===== config.mk =====
export PLATFORM = sky130hd
export DESIGN_NAME = cpw_unit
export DESIGN_NICKNAME = d
export VERILOG_FILES = /design/src/hw/cpw_pkg.sv /design/src/hw/cpw_unit.sv /design/src/hw/cpw_timer2.sv
export SDC_FILE = /design/constraint.sdc
export NUM_CORES = 1
export LEC_CHECK = 0
export BUFFER_PORTS_ARGS = -buffer_cell sky130_fd_sc_hd__buf_2
export CORE_MARGIN = 2
export CORE_UTILIZATION = 55
export CTS_BUF_LIST = sky130_fd_sc_hd__clkbuf_2
export CTS_CLUSTER_DIAMETER = 60
export DETAILED_ROUTE_END_ITERATION = 10
export GPL_TIMING_DRIVEN = 0
export PLACE_DENSITY_LB_ADDON = 0.25
export RECOVER_POWER = 100
export SLEW_MARGIN = 25
export SYNTH_ARGS = -nofsm -noshare
export SYNTH_HDL_FRONTEND = slang
export SYNTH_SLANG_ARGS = --single-unit

===== constraint.sdc =====
create_clock -name clk_sys -period 6.3 [get_ports clk_sys]
set_input_delay 1.26 -clock clk_sys [delete_from_list [all_inputs] [get_ports clk_sys]]
set_output_delay 1.26 -clock clk_sys [all_outputs]
set_load 0.005 [all_outputs]

===== src/hw/cpw_pkg.sv =====
// package: register indexes, field positions, reset values and mode codes
package cpw_pkg;
   // avalon byte address width; byte address is four times the index
   localparam int ADDR_W = 10;
   // register indexes
   localparam logic [7:0] IDX_FLAGS = 8'h0C;
   localparam logic [7:0] IDX_T1L   = 8'h0E;
   localparam logic [7:0] IDX_T1H   = 8'h0F;
   localparam logic [7:0] IDX_TIMER1_CONTROL = 8'h10;
   localparam logic [7:0] IDX_T2    = 8'h11;
   localparam logic [7:0] IDX_T2CON = 8'h12;
   localparam logic [7:0] IDX_CCPL  = 8'h15;
   localparam logic [7:0] IDX_CCPH  = 8'h16;
   localparam logic [7:0] IDX_CTL   = 8'h17;
   localparam logic [7:0] IDX_ADC   = 8'h1F;
   localparam logic [7:0] IDX_DIR   = 8'h87;
   localparam logic [7:0] IDX_EN    = 8'h8C;
   localparam logic [7:0] IDX_PER   = 8'h92;
   // field positions
   localparam int BIT_T1IF  = 0;
   localparam int BIT_T2IF  = 1;
   localparam int BIT_MATCH = 2;
   localparam int T1_ON     = 0;
   localparam int T1_CKPS   = 4;
   localparam int T2_ON     = 2;
   localparam int T2_CKPS   = 0;
   localparam int CTL_DLO   = 4;
   localparam int ADC_EN    = 0;
   localparam int PIN_DIR   = 2;
   // implemented bits of each register
   localparam logic [7:0] FLAG_MASK  = 8'h07;
   localparam logic [7:0] TIMER1_CONTROL_MASK = 8'h3F;
   localparam logic [7:0] T2CON_MASK = 8'h07;
   localparam logic [7:0] CTL_MASK   = 8'h3F;
   localparam logic [7:0] ADC_MASK   = 8'h01;
   // values after reset
   localparam logic [7:0]  RST_ZERO = 8'h00;
   localparam logic [7:0]  RST_DIR  = 8'hFF;
   localparam logic [7:0]  RST_PER  = 8'hFF;
   localparam logic [15:0] RST_T1   = 16'h0000;
   localparam logic [3:0]  RST_PRE  = 4'h0;
   // counts
   localparam logic [1:0]  Q_LAST = 2'h3;
   localparam logic [3:0]  PRE16  = 4'hF;
   localparam logic [15:0] T1_MAX = 16'hFFFF;
   // mode field codes
   localparam logic [3:0] MODE_SET  = 4'h8;
   localparam logic [3:0] MODE_CLR  = 4'h9;
   localparam logic [3:0] MODE_SWI  = 4'hA;
   localparam logic [3:0] MODE_SPEC = 4'hB;
   localparam logic [1:0] GRP_CMP   = 2'h2;
   localparam logic [1:0] GRP_PWM   = 2'h3;
   // bus handshake states
   typedef enum logic {BUS_IDLE, BUS_ACK} cpw_bus_state_type;
endpackage


===== src/hw/cpw_unit.sv =====
// module: compare and pwm unit with avalon-mm register slave
//
// The Avalon-MM register port was left to the implementer.
`timescale 1ns/100ps
`default_nettype none
module cpw_unit
   import cpw_pkg::*;
(
   // clock and reset
   input  wire logic              clk_sys,
   input  wire logic              reset,
   // avalon-mm slave
   input  wire logic [ADDR_W-1:0] avs_address,
   input  wire logic              avs_read,
   input  wire logic              avs_write,
   input  wire logic [31:0]       avs_writedata,
   output logic [31:0]            avs_readdata,
   output logic                   avs_waitrequest,
   // shared output pin
   output logic                   unit_output_pin,
   output logic                   shared_pin_oe,
   // system events
   output logic                   adc_start,
   output logic                   irq
);
   // bus group
   cpw_bus_state_type bus_r;
   cpw_bus_state_type bus_nxt;
   logic [31:0]       rdata_r;
   logic [31:0]       rdata_nxt;
   logic              wreq_r;
   logic              wreq_nxt;
   logic [7:0]        word;
   logic [7:0]        rd_val;
   logic              acc_wr;
   logic [7:0]        wd;

   // software registers
   logic [7:0]  flags_r;
   logic [7:0]  flags_nxt;
   logic [7:0]  en_r;
   logic [7:0]  en_nxt;
   logic [7:0]  timer1_control_r;
   logic [7:0]  timer1_control_nxt;
   logic [7:0]  t2con_r;
   logic [7:0]  t2con_nxt;
   logic [7:0]  ccpl_r;
   logic [7:0]  ccpl_nxt;
   logic [7:0]  ccph_r;
   logic [7:0]  ccph_nxt;
   logic [7:0]  ctl_r;
   logic [7:0]  ctl_nxt;
   logic [7:0]  adc_r;
   logic [7:0]  adc_nxt;
   logic [7:0]  dir_r;
   logic [7:0]  dir_nxt;
   logic [7:0]  per_r;
   logic [7:0]  per_nxt;

   // core state
   logic [15:0] timer1_count_r;
   logic [15:0] timer1_count_nxt;
   logic [2:0]  pre1_r;
   logic [2:0]  pre1_nxt;
   logic [1:0]  q_r;
   logic [1:0]  q_nxt;
   logic        mprev_r;
   logic        mprev_nxt;
   logic        pin_r;
   logic        pin_nxt;
   logic        oe_r;
   logic        oe_nxt;
   logic        adst_r;
   logic        adst_nxt;
   logic        irq_r;
   logic        irq_nxt;
   logic [1:0]  dlat_r;
   logic [1:0]  dlat_nxt;
   logic        wrap_d_r;
   logic        wrap_d_nxt;

   // combinational terms
   logic        inst_en;
   logic        t1_tick;
   logic        cmp_hit;
   logic        cmp_evt;
   logic        spec_evt;
   logic        pwm_on;
   logic        ctl_zero;
   logic [9:0]  duty_new;
   logic [7:0]  t2_cnt;
   logic [1:0]  t2_ext;
   logic        t2_wrap;

   // register hit for an accepted write
   function automatic logic wr_hit(input logic [7:0] w, input logic [7:0] idx, input logic a);
      return a && (w == idx);
   endfunction

   assign word = avs_address[ADDR_W-1:2];
   assign wd = avs_writedata[7:0];
   assign acc_wr = (bus_r == BUS_ACK) && avs_write;
   assign inst_en = (q_r == Q_LAST);

   // pwm time base
   cpw_timer2 u_timer2_count (
      .clk_sys  (clk_sys),
      .reset    (reset),
      .inst_en  (inst_en),
      .q_phase  (q_r),
      .run      (t2con_r[T2_ON]),
      .ckps     (t2con_r[T2_CKPS+:2]),
      .period   (per_r),
      .load     (wr_hit(word, IDX_T2, acc_wr)),
      .load_val (wd),
      .count    (t2_cnt),
      .ext      (t2_ext),
      .wrap     (t2_wrap)
   );

   // read mux; unmapped words read zero
   always_comb begin
      case (word)
         IDX_FLAGS: rd_val = flags_r;
         IDX_T1L: rd_val = timer1_count_r[7:0];
         IDX_T1H: rd_val = timer1_count_r[15:8];
         IDX_TIMER1_CONTROL: rd_val = timer1_control_r;
         IDX_T2: rd_val = t2_cnt;
         IDX_T2CON: rd_val = t2con_r;
         IDX_CCPL: rd_val = ccpl_r;
         IDX_CCPH: rd_val = ccph_r;
         IDX_CTL: rd_val = ctl_r;
         IDX_ADC: rd_val = adc_r;
         IDX_DIR: rd_val = dir_r;
         IDX_EN: rd_val = en_r;
         IDX_PER: rd_val = per_r;
         default: rd_val = RST_ZERO;
      endcase
   end

   // one wait state: request seen, then waitrequest drops for one cycle
   always_comb begin
      bus_nxt = bus_r;
      wreq_nxt = 1'b1;
      rdata_nxt = rdata_r;
      case (bus_r)
         BUS_IDLE: begin
            if (avs_read || avs_write) begin
               bus_nxt = BUS_ACK;
               wreq_nxt = 1'b0;
               rdata_nxt = {24'h000000, rd_val};
            end
         end
         BUS_ACK: bus_nxt = BUS_IDLE;
         default: bus_nxt = BUS_IDLE;
      endcase
   end

   always_ff @(posedge clk_sys) begin
      if (reset) begin
         bus_r <= BUS_IDLE;
         wreq_r <= 1'b1;
         rdata_r <= 32'h00000000;
      end else begin
         bus_r <= bus_nxt;
         wreq_r <= wreq_nxt;
         rdata_r <= rdata_nxt;
      end
   end

   // timers, compare, pwm, flags and software registers
   always_comb begin
      flags_nxt = flags_r;
      en_nxt = en_r;
      timer1_control_nxt = timer1_control_r;
      t2con_nxt = t2con_r;
      ccpl_nxt = ccpl_r;
      ccph_nxt = ccph_r;
      ctl_nxt = ctl_r;
      adc_nxt = adc_r;
      dir_nxt = dir_r;
      per_nxt = per_r;
      timer1_count_nxt = timer1_count_r;
      pre1_nxt = pre1_r;
      dlat_nxt = dlat_r;
      pin_nxt = pin_r;
      t1_tick = 1'b0;
      q_nxt = q_r + 2'h1;
      pwm_on = (ctl_r[3:2] == GRP_PWM);
      duty_new = {ccpl_r, ctl_r[CTL_DLO+:2]};
      ctl_zero = wr_hit(word, IDX_CTL, acc_wr) && (wd == RST_ZERO);
      // timer1 prescaler 1, 2, 4 or 8 instruction cycles
      if (inst_en && timer1_control_r[T1_ON]) begin
         pre1_nxt = pre1_r + 3'h1;
         case (timer1_control_r[T1_CKPS+:2])
            2'h0: t1_tick = 1'b1;
            2'h1: t1_tick = pre1_r[0];
            2'h2: t1_tick = &pre1_r[1:0];
            default: t1_tick = &pre1_r;
         endcase
      end
      // edge of equality so a stalled timer does not refire
      cmp_hit = (ctl_r[3:2] == GRP_CMP) && (timer1_count_r == {ccph_r, ccpl_r});
      cmp_evt = cmp_hit && !mprev_r;
      mprev_nxt = cmp_hit;
      spec_evt = cmp_evt && (ctl_r[3:0] == MODE_SPEC);
      adst_nxt = spec_evt && adc_r[ADC_EN];
      // timer1: software write beats the trigger clear beats the count
      if (wr_hit(word, IDX_T1L, acc_wr))
         timer1_count_nxt[7:0] = wd;
      else if (wr_hit(word, IDX_T1H, acc_wr))
         timer1_count_nxt[15:8] = wd;
      else if (spec_evt)
         timer1_count_nxt = RST_T1;
      else if (t1_tick)
         timer1_count_nxt = timer1_count_r + 16'h0001;
      // plain register writes
      if (wr_hit(word, IDX_EN, acc_wr))
         en_nxt = wd & FLAG_MASK;
      if (wr_hit(word, IDX_TIMER1_CONTROL, acc_wr))
         timer1_control_nxt = wd & TIMER1_CONTROL_MASK;
      if (wr_hit(word, IDX_T2CON, acc_wr))
         t2con_nxt = wd & T2CON_MASK;
      if (wr_hit(word, IDX_ADC, acc_wr))
         adc_nxt = wd & ADC_MASK;
      if (wr_hit(word, IDX_DIR, acc_wr))
         dir_nxt = wd;
      if (wr_hit(word, IDX_PER, acc_wr))
         per_nxt = wd;
      if (wr_hit(word, IDX_CCPL, acc_wr))
         ccpl_nxt = wd;
      if (wr_hit(word, IDX_CTL, acc_wr))
         ctl_nxt = wd & CTL_MASK;
      // the duty buffer only moves at a period match in pwm mode
      if (wr_hit(word, IDX_CCPH, acc_wr) && !pwm_on)
         ccph_nxt = wd;
      if (pwm_on && t2_wrap) begin
         ccph_nxt = duty_new[9:2];
         dlat_nxt = duty_new[1:0];
      end
      wrap_d_nxt = pwm_on && t2_wrap;
      // sticky flags: write one to clear, a new event wins
      if (wr_hit(word, IDX_FLAGS, acc_wr))
         flags_nxt = flags_r & ~wd;
      flags_nxt[BIT_MATCH] = flags_nxt[BIT_MATCH] | cmp_evt;
      flags_nxt[BIT_T2IF] = flags_nxt[BIT_T2IF] | t2_wrap;
      flags_nxt[BIT_T1IF] = flags_nxt[BIT_T1IF] | (t1_tick && timer1_count_r == T1_MAX);
      flags_nxt = flags_nxt & FLAG_MASK;
      irq_nxt = |(flags_r & en_r);
      // output latch; zero control write wins; the set is taken one clock after the wrap, the clear at the duty match itself
      if (ctl_zero)
         pin_nxt = 1'b0;
      else if (cmp_evt) begin
         case (ctl_r[3:0])
            MODE_SET: pin_nxt = 1'b1;
            MODE_CLR: pin_nxt = 1'b0;
            default: pin_nxt = pin_r;
         endcase
      end else if (pwm_on && wrap_d_r)
         pin_nxt = ({ccph_r, dlat_r} != 10'h000);
      else if (pwm_on && ({t2_cnt, t2_ext} == {ccph_r, dlat_r}))
         pin_nxt = 1'b0;
      // pin drives only while its direction bit says output
      oe_nxt = !dir_r[PIN_DIR];
   end

   always_ff @(posedge clk_sys) begin
      if (reset) begin
         flags_r <= RST_ZERO;
         en_r <= RST_ZERO;
         timer1_control_r <= RST_ZERO;
         t2con_r <= RST_ZERO;
         ccpl_r <= RST_ZERO;
         ccph_r <= RST_ZERO;
         ctl_r <= RST_ZERO;
         adc_r <= RST_ZERO;
         dir_r <= RST_DIR;
         per_r <= RST_PER;
         timer1_count_r <= RST_T1;
         pre1_r <= 3'h0;
         q_r <= 2'h0;
         mprev_r <= 1'b0;
         pin_r <= 1'b0;
         oe_r <= 1'b0;
         adst_r <= 1'b0;
         irq_r <= 1'b0;
         dlat_r <= 2'h0;
         wrap_d_r <= 1'b0;
      end else begin
         flags_r <= flags_nxt;
         en_r <= en_nxt;
         timer1_control_r <= timer1_control_nxt;
         t2con_r <= t2con_nxt;
         ccpl_r <= ccpl_nxt;
         ccph_r <= ccph_nxt;
         ctl_r <= ctl_nxt;
         adc_r <= adc_nxt;
         dir_r <= dir_nxt;
         per_r <= per_nxt;
         timer1_count_r <= timer1_count_nxt;
         pre1_r <= pre1_nxt;
         q_r <= q_nxt;
         mprev_r <= mprev_nxt;
         pin_r <= pin_nxt;
         oe_r <= oe_nxt;
         adst_r <= adst_nxt;
         irq_r <= irq_nxt;
         dlat_r <= dlat_nxt;
         wrap_d_r <= wrap_d_nxt;
      end
   end

   // outputs straight from flops
   assign avs_readdata = rdata_r;
   assign avs_waitrequest = wreq_r;
   assign unit_output_pin = pin_r;
   assign shared_pin_oe = oe_r;
   assign adc_start = adst_r;
   assign irq = irq_r;
endmodule
`default_nettype wire


===== src/hw/cpw_timer2.sv =====
// module: 8-bit pwm time base with prescaler and 2-bit fine extension
`timescale 1ns/100ps
`default_nettype none
module cpw_timer2
   import cpw_pkg::*;
(
   // clock and reset
   input  wire logic       clk_sys,
   input  wire logic       reset,
   // timing and control
   input  wire logic       inst_en,
   input  wire logic [1:0] q_phase,
   input  wire logic       run,
   input  wire logic [1:0] ckps,
   input  wire logic [7:0] period,
   // software load
   input  wire logic       load,
   input  wire logic [7:0] load_val,
   // time base state
   output logic [7:0]      count,
   output logic [1:0]      ext,
   output logic            wrap
);
   logic [7:0] cnt_r;
   logic [7:0] cnt_nxt;
   logic [3:0] pre_r;
   logic [3:0] pre_nxt;
   logic       tick;

   // prescaled increment; the count clears to zero on the tick that matches the period
   always_comb begin
      pre_nxt = pre_r;
      cnt_nxt = cnt_r;
      tick = 1'b0;
      if (inst_en && run) begin
         pre_nxt = pre_r + 4'h1;
         case (ckps)
            2'h0: tick = 1'b1;
            2'h1: tick = (pre_r[1:0] == Q_LAST);
            default: tick = (pre_r == PRE16);
         endcase
      end
      wrap = tick && (cnt_r == period);
      if (load)
         cnt_nxt = load_val;
      else if (wrap)
         cnt_nxt = RST_ZERO;
      else if (tick)
         cnt_nxt = cnt_r + 8'h01;
   end

   always_ff @(posedge clk_sys) begin
      if (reset) begin
         cnt_r <= RST_ZERO;
         pre_r <= RST_PRE;
      end else begin
         cnt_r <= cnt_nxt;
         pre_r <= pre_nxt;
      end
   end

   // fine bits: q phase at 1:1, else the prescaler bits below the count
   assign ext = (ckps == 2'h0) ? q_phase : (ckps == 2'h1) ? pre_r[1:0] : pre_r[3:2];
   assign count = cnt_r;
endmodule
`default_nettype wire


==> results.yml, run 1 <==
run_status:
  status: "finished with violations"
  failed_checks: "max-capacitance violations, max-slew violations"
sta:
  worst_pin_slew_ps: 1690
  max_freq_ghz: 0.272
  period_share_pct: 58.4
  maxSlewViolCount: 11
  final-hold-violation-count: 0
  rsz0062_at_grt: "no"
  tns_ps: 0
  finClkSkew_ps: 45.3
  fin_crit_ps: 3680
  finalSetupViolCount: 0
  worst_slack_ps: 2620
  max-slew-margin-rel_pct: -13.8
yosys:
  yosysSeqAreaShare_pct: 33.9
  synth_top_family_by_area: "simple AND/OR/NAND/NOR gates"
  synthCells: 771
  synth_compound_area_share_pct: 23.3
  synthMuxAreaShare_pct: 4.36
  synth_top_flop_cell: "dfxtp_1"
  ys_ff_latch: 105
  synth_async_sr_flop_share_pct: 0
  avgSynthCellArea_um2: 8.04
  ys_types: 70
  syn_area_um2: 6200
  synth_edf_count: 0
  synthXorXnorAreaFrac_pct: 4.94
  synth_fa_ha_area_share_pct: 1.21
  synth_warnings: 0
  synth_area_leader_cell: "dfxtp_1"
  ys_top_cells_by_area: "dfxtp_1 34%, nand2_1 5.8%, nor2_1 4.2%"
  synth_top_area_share_pct: 33.9
  synthSimpleGateAreaFrac_pct: 24.6
setup_path:
  path_common_cell: "clkbuf_1"
  cp_cell_sequence: "clkbuf_1 > nor4_1 > and3_1 > clkbuf_1 > clkbuf_1 > o21ai_0 > o211ai_1"
  worstSetupPathType: "input port to register"
  cpMaxStageDelayCell: "nor4_1"
  crit_path_max_fanout: 10
  arrival_ps: 4260
  end_kind: "register"
  critPathBufInv: 3
  ff2ff_path_depth: 7
  cpPeakStageDelay_ps: 1390
  critical_path_required_ps: 6880
  path_delay_family: "simple AND/OR/NAND/NOR gates"
  crit_cells: 7
  cp-start-kind: "input port"
power_and_ir_drop:
  total_leakage_power_nw: 2.31
  peakVddDrop_uv: 191
  powerDensity_nw_per_um2: 168
worst_hold_path:
  hold_class: "register to register"
  hold_depth: 1
finish:
  n_antenna_cell: 0
  drive_gt1_share_pct: 9.47
  fin_nets: 881
  fin_area_um2: 6590
  final_cell_mix: "105 x dfxtp_1, 96 x nand2_1, 70 x nor2_1"
  stdcell_count: 974
  area_growth_pct: 6.30
  mostFrequentLayoutCell: "dfxtp_1"
detailed_routing:
  routed_wl_um: 21200
  viasPerCell: 6.47
  vias: 6297
  antenna_left: 0
  routedWlPerCell_um: 21.7
  route.detailed.drc: 0
  drtIter0Drc: 918
  dr.pass1.iters: 6
clocking:
  cts_resized: 0
  cts_setup_buffers: 0
  h-tree-depth: 3
  root_buffer: "clkbuf_2"
  clkSlewWorstSetupHoldPaths_ps: 340
  cts_buffers: 9
  clock_latency_ps: 680
  cts_tree: "built"
  clkSinkCount: 105
  cts_hold_buffers: 0
  clockBufferDepth: 2
global_routing:
  overflow: 0
  grt_use_met1_pct: 47.0
  use_met3_pct: 10.4
  grt_max_degree: 20
  antenna_found_initial: 0
  grtUsageMet2_pct: 55.0
  grt_busiest_layer: "met2"
  gr-usage-all-layers_pct: 36.0
  grt_pass1_wl_um: 32600
  grt_pass1_vias: 5913
floorplan:
  core-area_um2: 10900
  die_w_um: 110
  die-area_um2: 12100
  start_util_pct: 56.7
  fp.dieH_um: 110
  rows: 38
  io_pins: 83
place:
  port-buffer-count: 24
  post-place-ws_ps: 2660
  gp_congestion: 0.984
  dp.cells: 958
  dp_hpwl_um: 15500
  placed_area_um2: 6580
job:
  drv_cap: 1
==> stage by stage <==
stage	hold slack (ps)	power [mW]	utilization, %
floorplan	413	0.750	-
global placement	433	0.787	60.2
detailed placement	440	0.788	60.2
CTS	476	1.10	61.2
global route	503	1.14	60.3
finish	476	1.10	60.3
==> cell families after synthesis <==
group | after synthesis
xor+xnor | 35
other cells | 1
flops | 105
mux | 26
buf+inv | 92
fa+ha+maj | 6
compound gates | 209
simple gates | 297
==> flip-flops by register name, indices dropped and copies added (netlist names), 3 cells and up <==
name	cells
avs_readdata	8
ccph_r	8
ccpl_r	8
ctl_r	6
dir_r	8
en_r	3
flags_r	3
per_r	8
pre1_r	3
t2con_r	3
timer1_control_r	6
timer1_count_r	16
u_timer2_count.count	8
u_timer2_count.pre_r	4
==> cell type report <==
cell class,count,area [um2]
Buffer,75,395
Clock buffer,10,50.0
Clock inverter,6,61.3
Fill cell,1059,4350
Inverter,17,63.8
Multi-Input combinational cell,597,3640
Sequential cell,105,2100
Tap cell,140,175
Timing Repair Buffer,24,106
==> routing by layer <==
| metal | vias to the layer above | share of wire (%) |
|---|---|---|
| li1 | 2887 | - |
| met1 | 2936 | 40 |
| met2 | 400 | 45 |
| met3 | 74 | 11 |
| met4 | 0 | 3.9 |
| met5 | - | 0 |
==> power by group <==
part           leakage (nW)  internal [mW]  switching (mW)
Combinational          1.39         0.0309          0.0740
Sequential            0.847          0.671         0.00203
Clock                0.0678         0.0643           0.262
Total                  2.31          0.767           0.338
==> final timing paths <==
path / startpoint / endpoint / slack, ps
worst max-delay path: avs_address[7] / timer1_count_r[3]$_SDFFE_PP0P_ / 2620
worst min-delay path: q_r[0]$_SDFF_PP0_ / q_r[0]$_SDFF_PP0_ / 480
worst max register to register: bus_r$_SDFF_PP0_ / ccph_r[2]$_SDFFE_PP0P_ / 3230
worst min register to register: q_r[0]$_SDFF_PP0_ / q_r[0]$_SDFF_PP0_ / 480
==> cell usage after synthesis (14+ instances only) <==
library cell	instances
dfxtp_1	105
nand2_1	95
nor2_1	70
a21oi_1	45
nand3_1	32
clkbuf_1	31
o21ai_0	30
a22oi_1	28
xnor2_1	26
buf_4	25
and3_1	18
mux2i_1	18
inv_1	16
a31oi_1	14
Note: power is estimated with default switching activity, not from simulation.
==> inputs of run 2 (changes only) <==
==> constraint.sdc (replaced) <==
create_clock -name clk_sys -period 3.45 [get_ports clk_sys]
set_input_delay 0.69 -clock clk_sys [delete_from_list [all_inputs] [get_ports clk_sys]]
set_output_delay 0.69 -clock clk_sys [all_outputs]
set_load 0.005 [all_outputs]
==> run 2 against run 1 <==
Compared with the run above: the flow now finishes without violations; global-route usage unchanged; non-clock buffer count unchanged; final cell count unchanged; register-to-register slack worse by 2600 ps; total power up 83%; die area unchanged; sequential power up 83%; via count up 1.2%; first-iteration DRC count down 3.6%; combinational power up 86%; sequential share of layout area down 0.14 points.
==> results.yml, run 2 (synthesis gave the netlist of run 1 again) <==
sta:
  maxSlewViolCount: 0
  period_share_pct: 80.9
  fin_crit_ps: 2790
  max_freq_ghz: 0.358
  finClkSkew_ps: 43.9
  tns_ps: 0
  final-hold-violation-count: 0
  rsz0062_at_grt: "no"
  worst_pin_slew_ps: 1230
  finalSetupViolCount: 0
  max-slew-margin-rel_pct: 17.4
worst_hold_path:
  hp-start: "avs_writedata[7]"
  hold_depth: 3
  hold_class: "input port to register"
floorplan:
  core-area_um2: 10900
  start_util_pct: 56.7
  die-area_um2: 12100
  fp.dieH_um: 110
  die_w_um: 110
  io_pins: 83
  rows: 38
clocking:
  cts_setup_buffers: 0
  clkSlewWorstSetupHoldPaths_ps: 340
  cts_buffers: 9
  h-tree-depth: 3
  clkSinkCount: 105
  cts_resized: 0
  cts_hold_buffers: 0
  clock_latency_ps: 670
  clockBufferDepth: 2
  root_buffer: "clkbuf_2"
  cts_tree: "built"
detailed_routing:
  drtIter0Drc: 885
  antenna_left: 0
  viasPerCell: 6.54
  route.detailed.drc: 0
  vias: 6372
  routedWlPerCell_um: 21.9
  routed_wl_um: 21300
  dr.pass1.iters: 6
setup_path:
  reg2reg_from: "u_timer2_count.count[6]$_SDFFE_PP0P_"
  ff2ff_path_depth: 8
  arrival_ps: 3410
  critical_path_required_ps: 4070
  cp-start-kind: "register"
  end_kind: "register"
  worstSetupPathType: "register to register"
  critPathLaunch: "u_timer2_count.count[6]$_SDFFE_PP0P_"
  crit_path_max_fanout: 10
finish:
  final_cell_mix: "105 x dfxtp_1, 97 x nand2_1, 70 x nor2_1"
  area_growth_pct: 6.78
  fin_nets: 881
  n_antenna_cell: 0
  fin_area_um2: 6620
  drive_gt1_share_pct: 10.2
  largest_reg_flops: 16
  mostFrequentLayoutCell: "dfxtp_1"
  largest_register: "timer1_count_r"
  fin_util_pct: 60.5
power_and_ir_drop:
  powerDensity_nw_per_um2: 305
  total_leakage_power_nw: 2.32
  peakVddDrop_uv: 345
place:
  dp_hpwl_um: 15500
  gp_congestion: 0.984
  port-buffer-count: 24
  placed_area_um2: 6580
run_status:
  status: "complete, no violations"
global_routing:
  grt_pass1_wl_um: 32600
  overflow: 0
  gr-usage-all-layers_pct: 36.0
  grt_max_degree: 20
  grt_pass1_vias: 5913
  antenna_found_initial: 0
job:
  drv_cap: 0
run 2: changes by cell type in the layout (fill, tap and decap cells not counted), moves of 2 or more:
cell / previous run / this run
o21ai_1: 2 / 4
buf_2: 20 / 23
clkbuf_1: 51 / 48
o21ai_0: 36 / 34
run 2: critical path, stage by stage, from the launching register on:
cell      delay [ps]
dfxtp_1          380
clkbuf_1         390
xnor2_1          180
nand4_1          120
nor2_1           640
and3_1           290
clkbuf_1         430
a22oi_1          180
a21oi_1          170
run 2: final cells by class:
class                           count  area [um2]
Fill cell                        1051        4320
Multi-Input combinational cell    597        3660
Tap cell                          140         175
Timing Repair Buffer               24         109
Buffer                             75         400
Inverter                           17        63.8
Clock inverter                      6        61.3
Clock buffer                       10        50.0
Sequential cell                   105        2100
run 2: final timing paths:
kind                                                      to  slack, ps
worst max-delay path                  ccph_r[4]$_SDFFE_PP0P_        660
worst min-delay path                  ccpl_r[7]$_SDFFE_PP0P_        400
worst max register to register        ccph_r[4]$_SDFFE_PP0P_        660
worst min register to register  avs_readdata[5]$_SDFFE_PP0P_        480
run 2: report_power, final:
group,internal [mW],switching (mW)
combinational,0.0576,0.138
clock,0.117,0.476
sequential,1.23,0.00371
run 2: per-stage QoR:
| stage | setup WS, ps | hold slack (ps) | total power [mW] | instances |
|---|---|---|---|---|
| after global placement | 429 | 433 | 1.44 | 958 |
| after floorplan | 1140 | 413 | 1.37 | 794 |
| after CTS | 861 | 359 | 2.02 | 974 |
| after global routing | 462 | 320 | 2.08 | 974 |
| after detailed placement | 380 | 440 | 1.44 | 958 |
| final | 658 | 401 | 2.02 | 974 |
run 2: metal layers:
layer	GRT usage, %	wire length (um)	up-vias
li1	-	-	2892
met1	47.0	8470	3015
met2	55.0	9530	403
met3	10.4	2510	62
met4	16.1	778	0
met5	0	0	-
==> inputs of run 3 (changes only) <==
--- a/config.mk
+++ b/config.mk
@@ -5,9 +5,10 @@
 export SDC_FILE = /design/constraint.sdc
 export NUM_CORES = 1
 export LEC_CHECK = 0
+export ABC_AREA = 1
 export BUFFER_PORTS_ARGS = -buffer_cell sky130_fd_sc_hd__buf_2
 export CORE_MARGIN = 2
-export CORE_UTILIZATION = 55
+export CORE_UTILIZATION = 54
 export CTS_BUF_LIST = sky130_fd_sc_hd__clkbuf_2
 export CTS_CLUSTER_DIAMETER = 60
 export DETAILED_ROUTE_END_ITERATION = 10
==> constraint.sdc (replaced) <==
create_clock -name clk_sys -period 2.5 [get_ports clk_sys]
set_input_delay 0.5 -clock clk_sys [delete_from_list [all_inputs] [get_ports clk_sys]]
set_output_delay 0.5 -clock clk_sys [all_outputs]
set_load 0.005 [all_outputs]
==> run 3 against run 2 <==
Compared with the run above: final area grew 1.4%; die area grew 1.7%; final cell count grew 18%; synthesized cell count grew 22%; sequential power grew 37%; total power grew 39%; combinational power grew 10%; worst hold slack lost 260 ps; clock-buffer cell count shrank 1; critical path depth grew 5; largest cell class unchanged; highest routed layer unchanged.
==> results.yml, run 3 <==
setup_path:
  end_kind: "register"
  worstSetupPathType: "register to register"
  arrival_ps: 2830
  crit_path_max_fanout: 10
  critical_path_required_ps: 3070
  cp-start-kind: "register"
sta:
  final-hold-violation-count: 0
  worst_pin_slew_ps: 851
  rsz0062_at_grt: "no"
  max_freq_ghz: 0.444
  period_share_pct: 90.1
  max-slew-margin-rel_pct: 43.3
  worst_slack_ps: 248
  tns_ps: 0
  finalSetupViolCount: 0
  maxSlewViolCount: 0
  finClkSkew_ps: 50.1
  fin_crit_ps: 2250
power_and_ir_drop:
  p_sw_share_pct: 28.4
  internal_power_mw: 2.00
  p_sw_mw: 0.795
  powerDensity_nw_per_um2: 417
  p_comb_share_pct: 7.7
  peakVddDrop_uv: 475
  power_frac_clock_pct: 31.8
  total_leakage_power_nw: 3.08
  power_frac_seq_pct: 60.5
yosys:
  synth_common_cells: "218 x nand2_1, 120 x nor2_1, 106 x inv_1"
  synth_compound_area_share_pct: 17.9
  ys_ff_latch: 105
  synth_top_area_share_pct: 33.9
  synth_warnings: 0
  synth_edf_count: 0
  synthCells: 940
  synth_area_leader_cell: "dfxtp_1"
  yosysSeqAreaShare_pct: 33.9
  synthMuxAreaShare_pct: 0
  avgSynthCellArea_um2: 6.59
  synthSimpleGateAreaFrac_pct: 31.0
  synth_async_sr_flop_share_pct: 0
  ys_top_cells_by_area: "dfxtp_1 34%, nand2_1 13%, nor2_1 7.3%"
  synth_top_family_by_area: "simple AND/OR/NAND/NOR gates"
  synth_most_common_cell: "nand2_1"
  synthXorXnorAreaFrac_pct: 3.54
  ys_types: 44
  syn_area_um2: 6190
  synth_top_flop_cell: "dfxtp_1"
  synth_fa_ha_area_share_pct: 1.21
detailed_routing:
  vias: 6491
  wl_met1_um: 8460
  routed-wl-met3_um: 1940
  routed_wl_um: 20400
  antenna_left: 0
  met2_length_um: 9070
  route.detailed.drc: 0
  dr.pass1.iters: 5
  routedWlPerCell_um: 17.7
  drtIter0Drc: 700
  highest_layer: "met4"
  viasPerCell: 5.63
clocking:
  cts_resized: 0
  clkSlewWorstSetupHoldPaths_ps: 320
  cts_hold_buffers: 0
  clkSinkCount: 105
  cts_buffers: 9
  cts_tree: "built"
  clock_latency_ps: 670
  root_buffer: "clkbuf_2"
  cts_setup_buffers: 0
  clockBufferDepth: 2
  h-tree-depth: 3
floorplan:
  core-area_um2: 11300
  die-area_um2: 12300
  fp.dieH_um: 111
  rows: 39
  die_w_um: 111
  start_util_pct: 54.7
  io_pins: 83
global_routing:
  grt_pass1_vias: 5714
  gr-usage-all-layers_pct: 32.8
  overflow: 0
  antenna_found_initial: 0
  grt_max_degree: 20
  grt_pass1_wl_um: 31300
finish:
  final_cell_mix: "221 x nand2_1, 123 x nor2_1, 106 x inv_1"
  largest_register: "timer1_count_r"
  area_growth_pct: 8.41
  fin_nets: 1057
  drive_gt1_share_pct: 10.5
  mostFrequentLayoutCell: "nand2_1"
  largest_reg_flops: 16
  n_antenna_cell: 0
place:
  port-buffer-count: 31
  gp_congestion: 1.01
  post-place-ws_ps: 146
  dp_hpwl_um: 15500
run_status:
  status: "complete, no violations"
job:
  drv_cap: 0
worst_hold_path:
  hold_class: "input port to register"
run 3: cell types whose count changed after synthesis, moves of 19 or more:
cell | previous run | this run
clkbuf_1 | 31 | 12
nand2_1 | 95 | 218
a22oi_1 | 28 | 0
inv_1 | 16 | 106
a21oi_1 | 45 | 64
o21ai_0 | 30 | 57
o22ai_1 | 5 | 28
nor2_1 | 70 | 120
run 3: logic make-up after synthesis:
family	count (synthesis)
other	1
AOI/OAI and AO/OA	195
DFF	105
buffers and inverters	166
adders and majority gates	6
and+or+nand+nor	442
xor gates and xnor gates	25
run 3: power by group through the flow:
| stage | Sequential [mW] | Clock (mW) | Combinational, mW |
|---|---|---|---|
| final | 1.69 | 0.890 | 0.215 |
| after floorplan | 1.72 | 0 | 0.120 |
| after detailed placement | 1.72 | 0 | 0.207 |
| after global routing | 1.70 | 0.965 | 0.227 |
| after global placement | 1.72 | 0 | 0.208 |
| after CTS | 1.69 | 0.898 | 0.207 |
run 3: worst paths after layout:
kind | start | end | slack [ps] | cells after the start
worst min-delay path | avs_writedata[6] | u_timer2_count.count[6]$_SDFFE_PP0P_ | 140 | 3
worst max register to register | ctl_r[3]$_SDFFE_PP0P_ | timer1_count_r[7]$_SDFFE_PP0P_ | 250 | 13
worst max-delay path | ctl_r[3]$_SDFFE_PP0P_ | timer1_count_r[7]$_SDFFE_PP0P_ | 250 | 13
worst min register to register | avs_readdata[0]$_SDFFE_PP0P_ | avs_readdata[0]$_SDFFE_PP0P_ | 480 | 2
run 3: critical path, stage by stage, from the launching register on:
cell and delay [ps]:
dfxtp_1 430, inv_1 60, nor2_1 270, o21ai_0 150
nor2_1 100, nand3_1 100, nor2_1 150, nand3_1 190
clkbuf_2 270, nand2_1 90, nand2_1 50, nand2_1 110
nand2_1 60, a21oi_1 120
run 3: layout make-up:
cell class | count | area (um2)
well taps | 143 | 179
multi-input cells | 692 | 3400
fillers | 1185 | 4610
flip-flops and latches | 105 | 2100
clock inverters | 7 | 90.1
plain buffers | 51 | 314
repair buffers | 31 | 154
inverters | 115 | 433
clock buffers | 9 | 45.0
run 3: layer usage:
metal / vias to the layer above / GRT usage [%]
li1: 3161 / -
met1: 2917 / 43.4
met2: 338 / 51.4
met3: 75 / 7.98
met4: 0 / 13.8
met5: - / 0
run 3: metrics by stage:
| stage | cells | cell area [um2] | util, % | hold WS [ps] | power, mW |
|---|---|---|---|---|---|
| CTS | 1153 | 6760 | 59.7 | 123 | 2.80 |
| global route | 1153 | 6710 | 59.3 | 99.9 | 2.89 |
| finish | 1153 | 6710 | 59.3 | 141 | 2.80 |
| detailed placement | 1137 | 6620 | 58.5 | 442 | 1.93 |
| floorplan | 963 | 6280 | - | 413 | 1.84 |
| global placement | 1137 | 6610 | 58.4 | 433 | 1.93 |
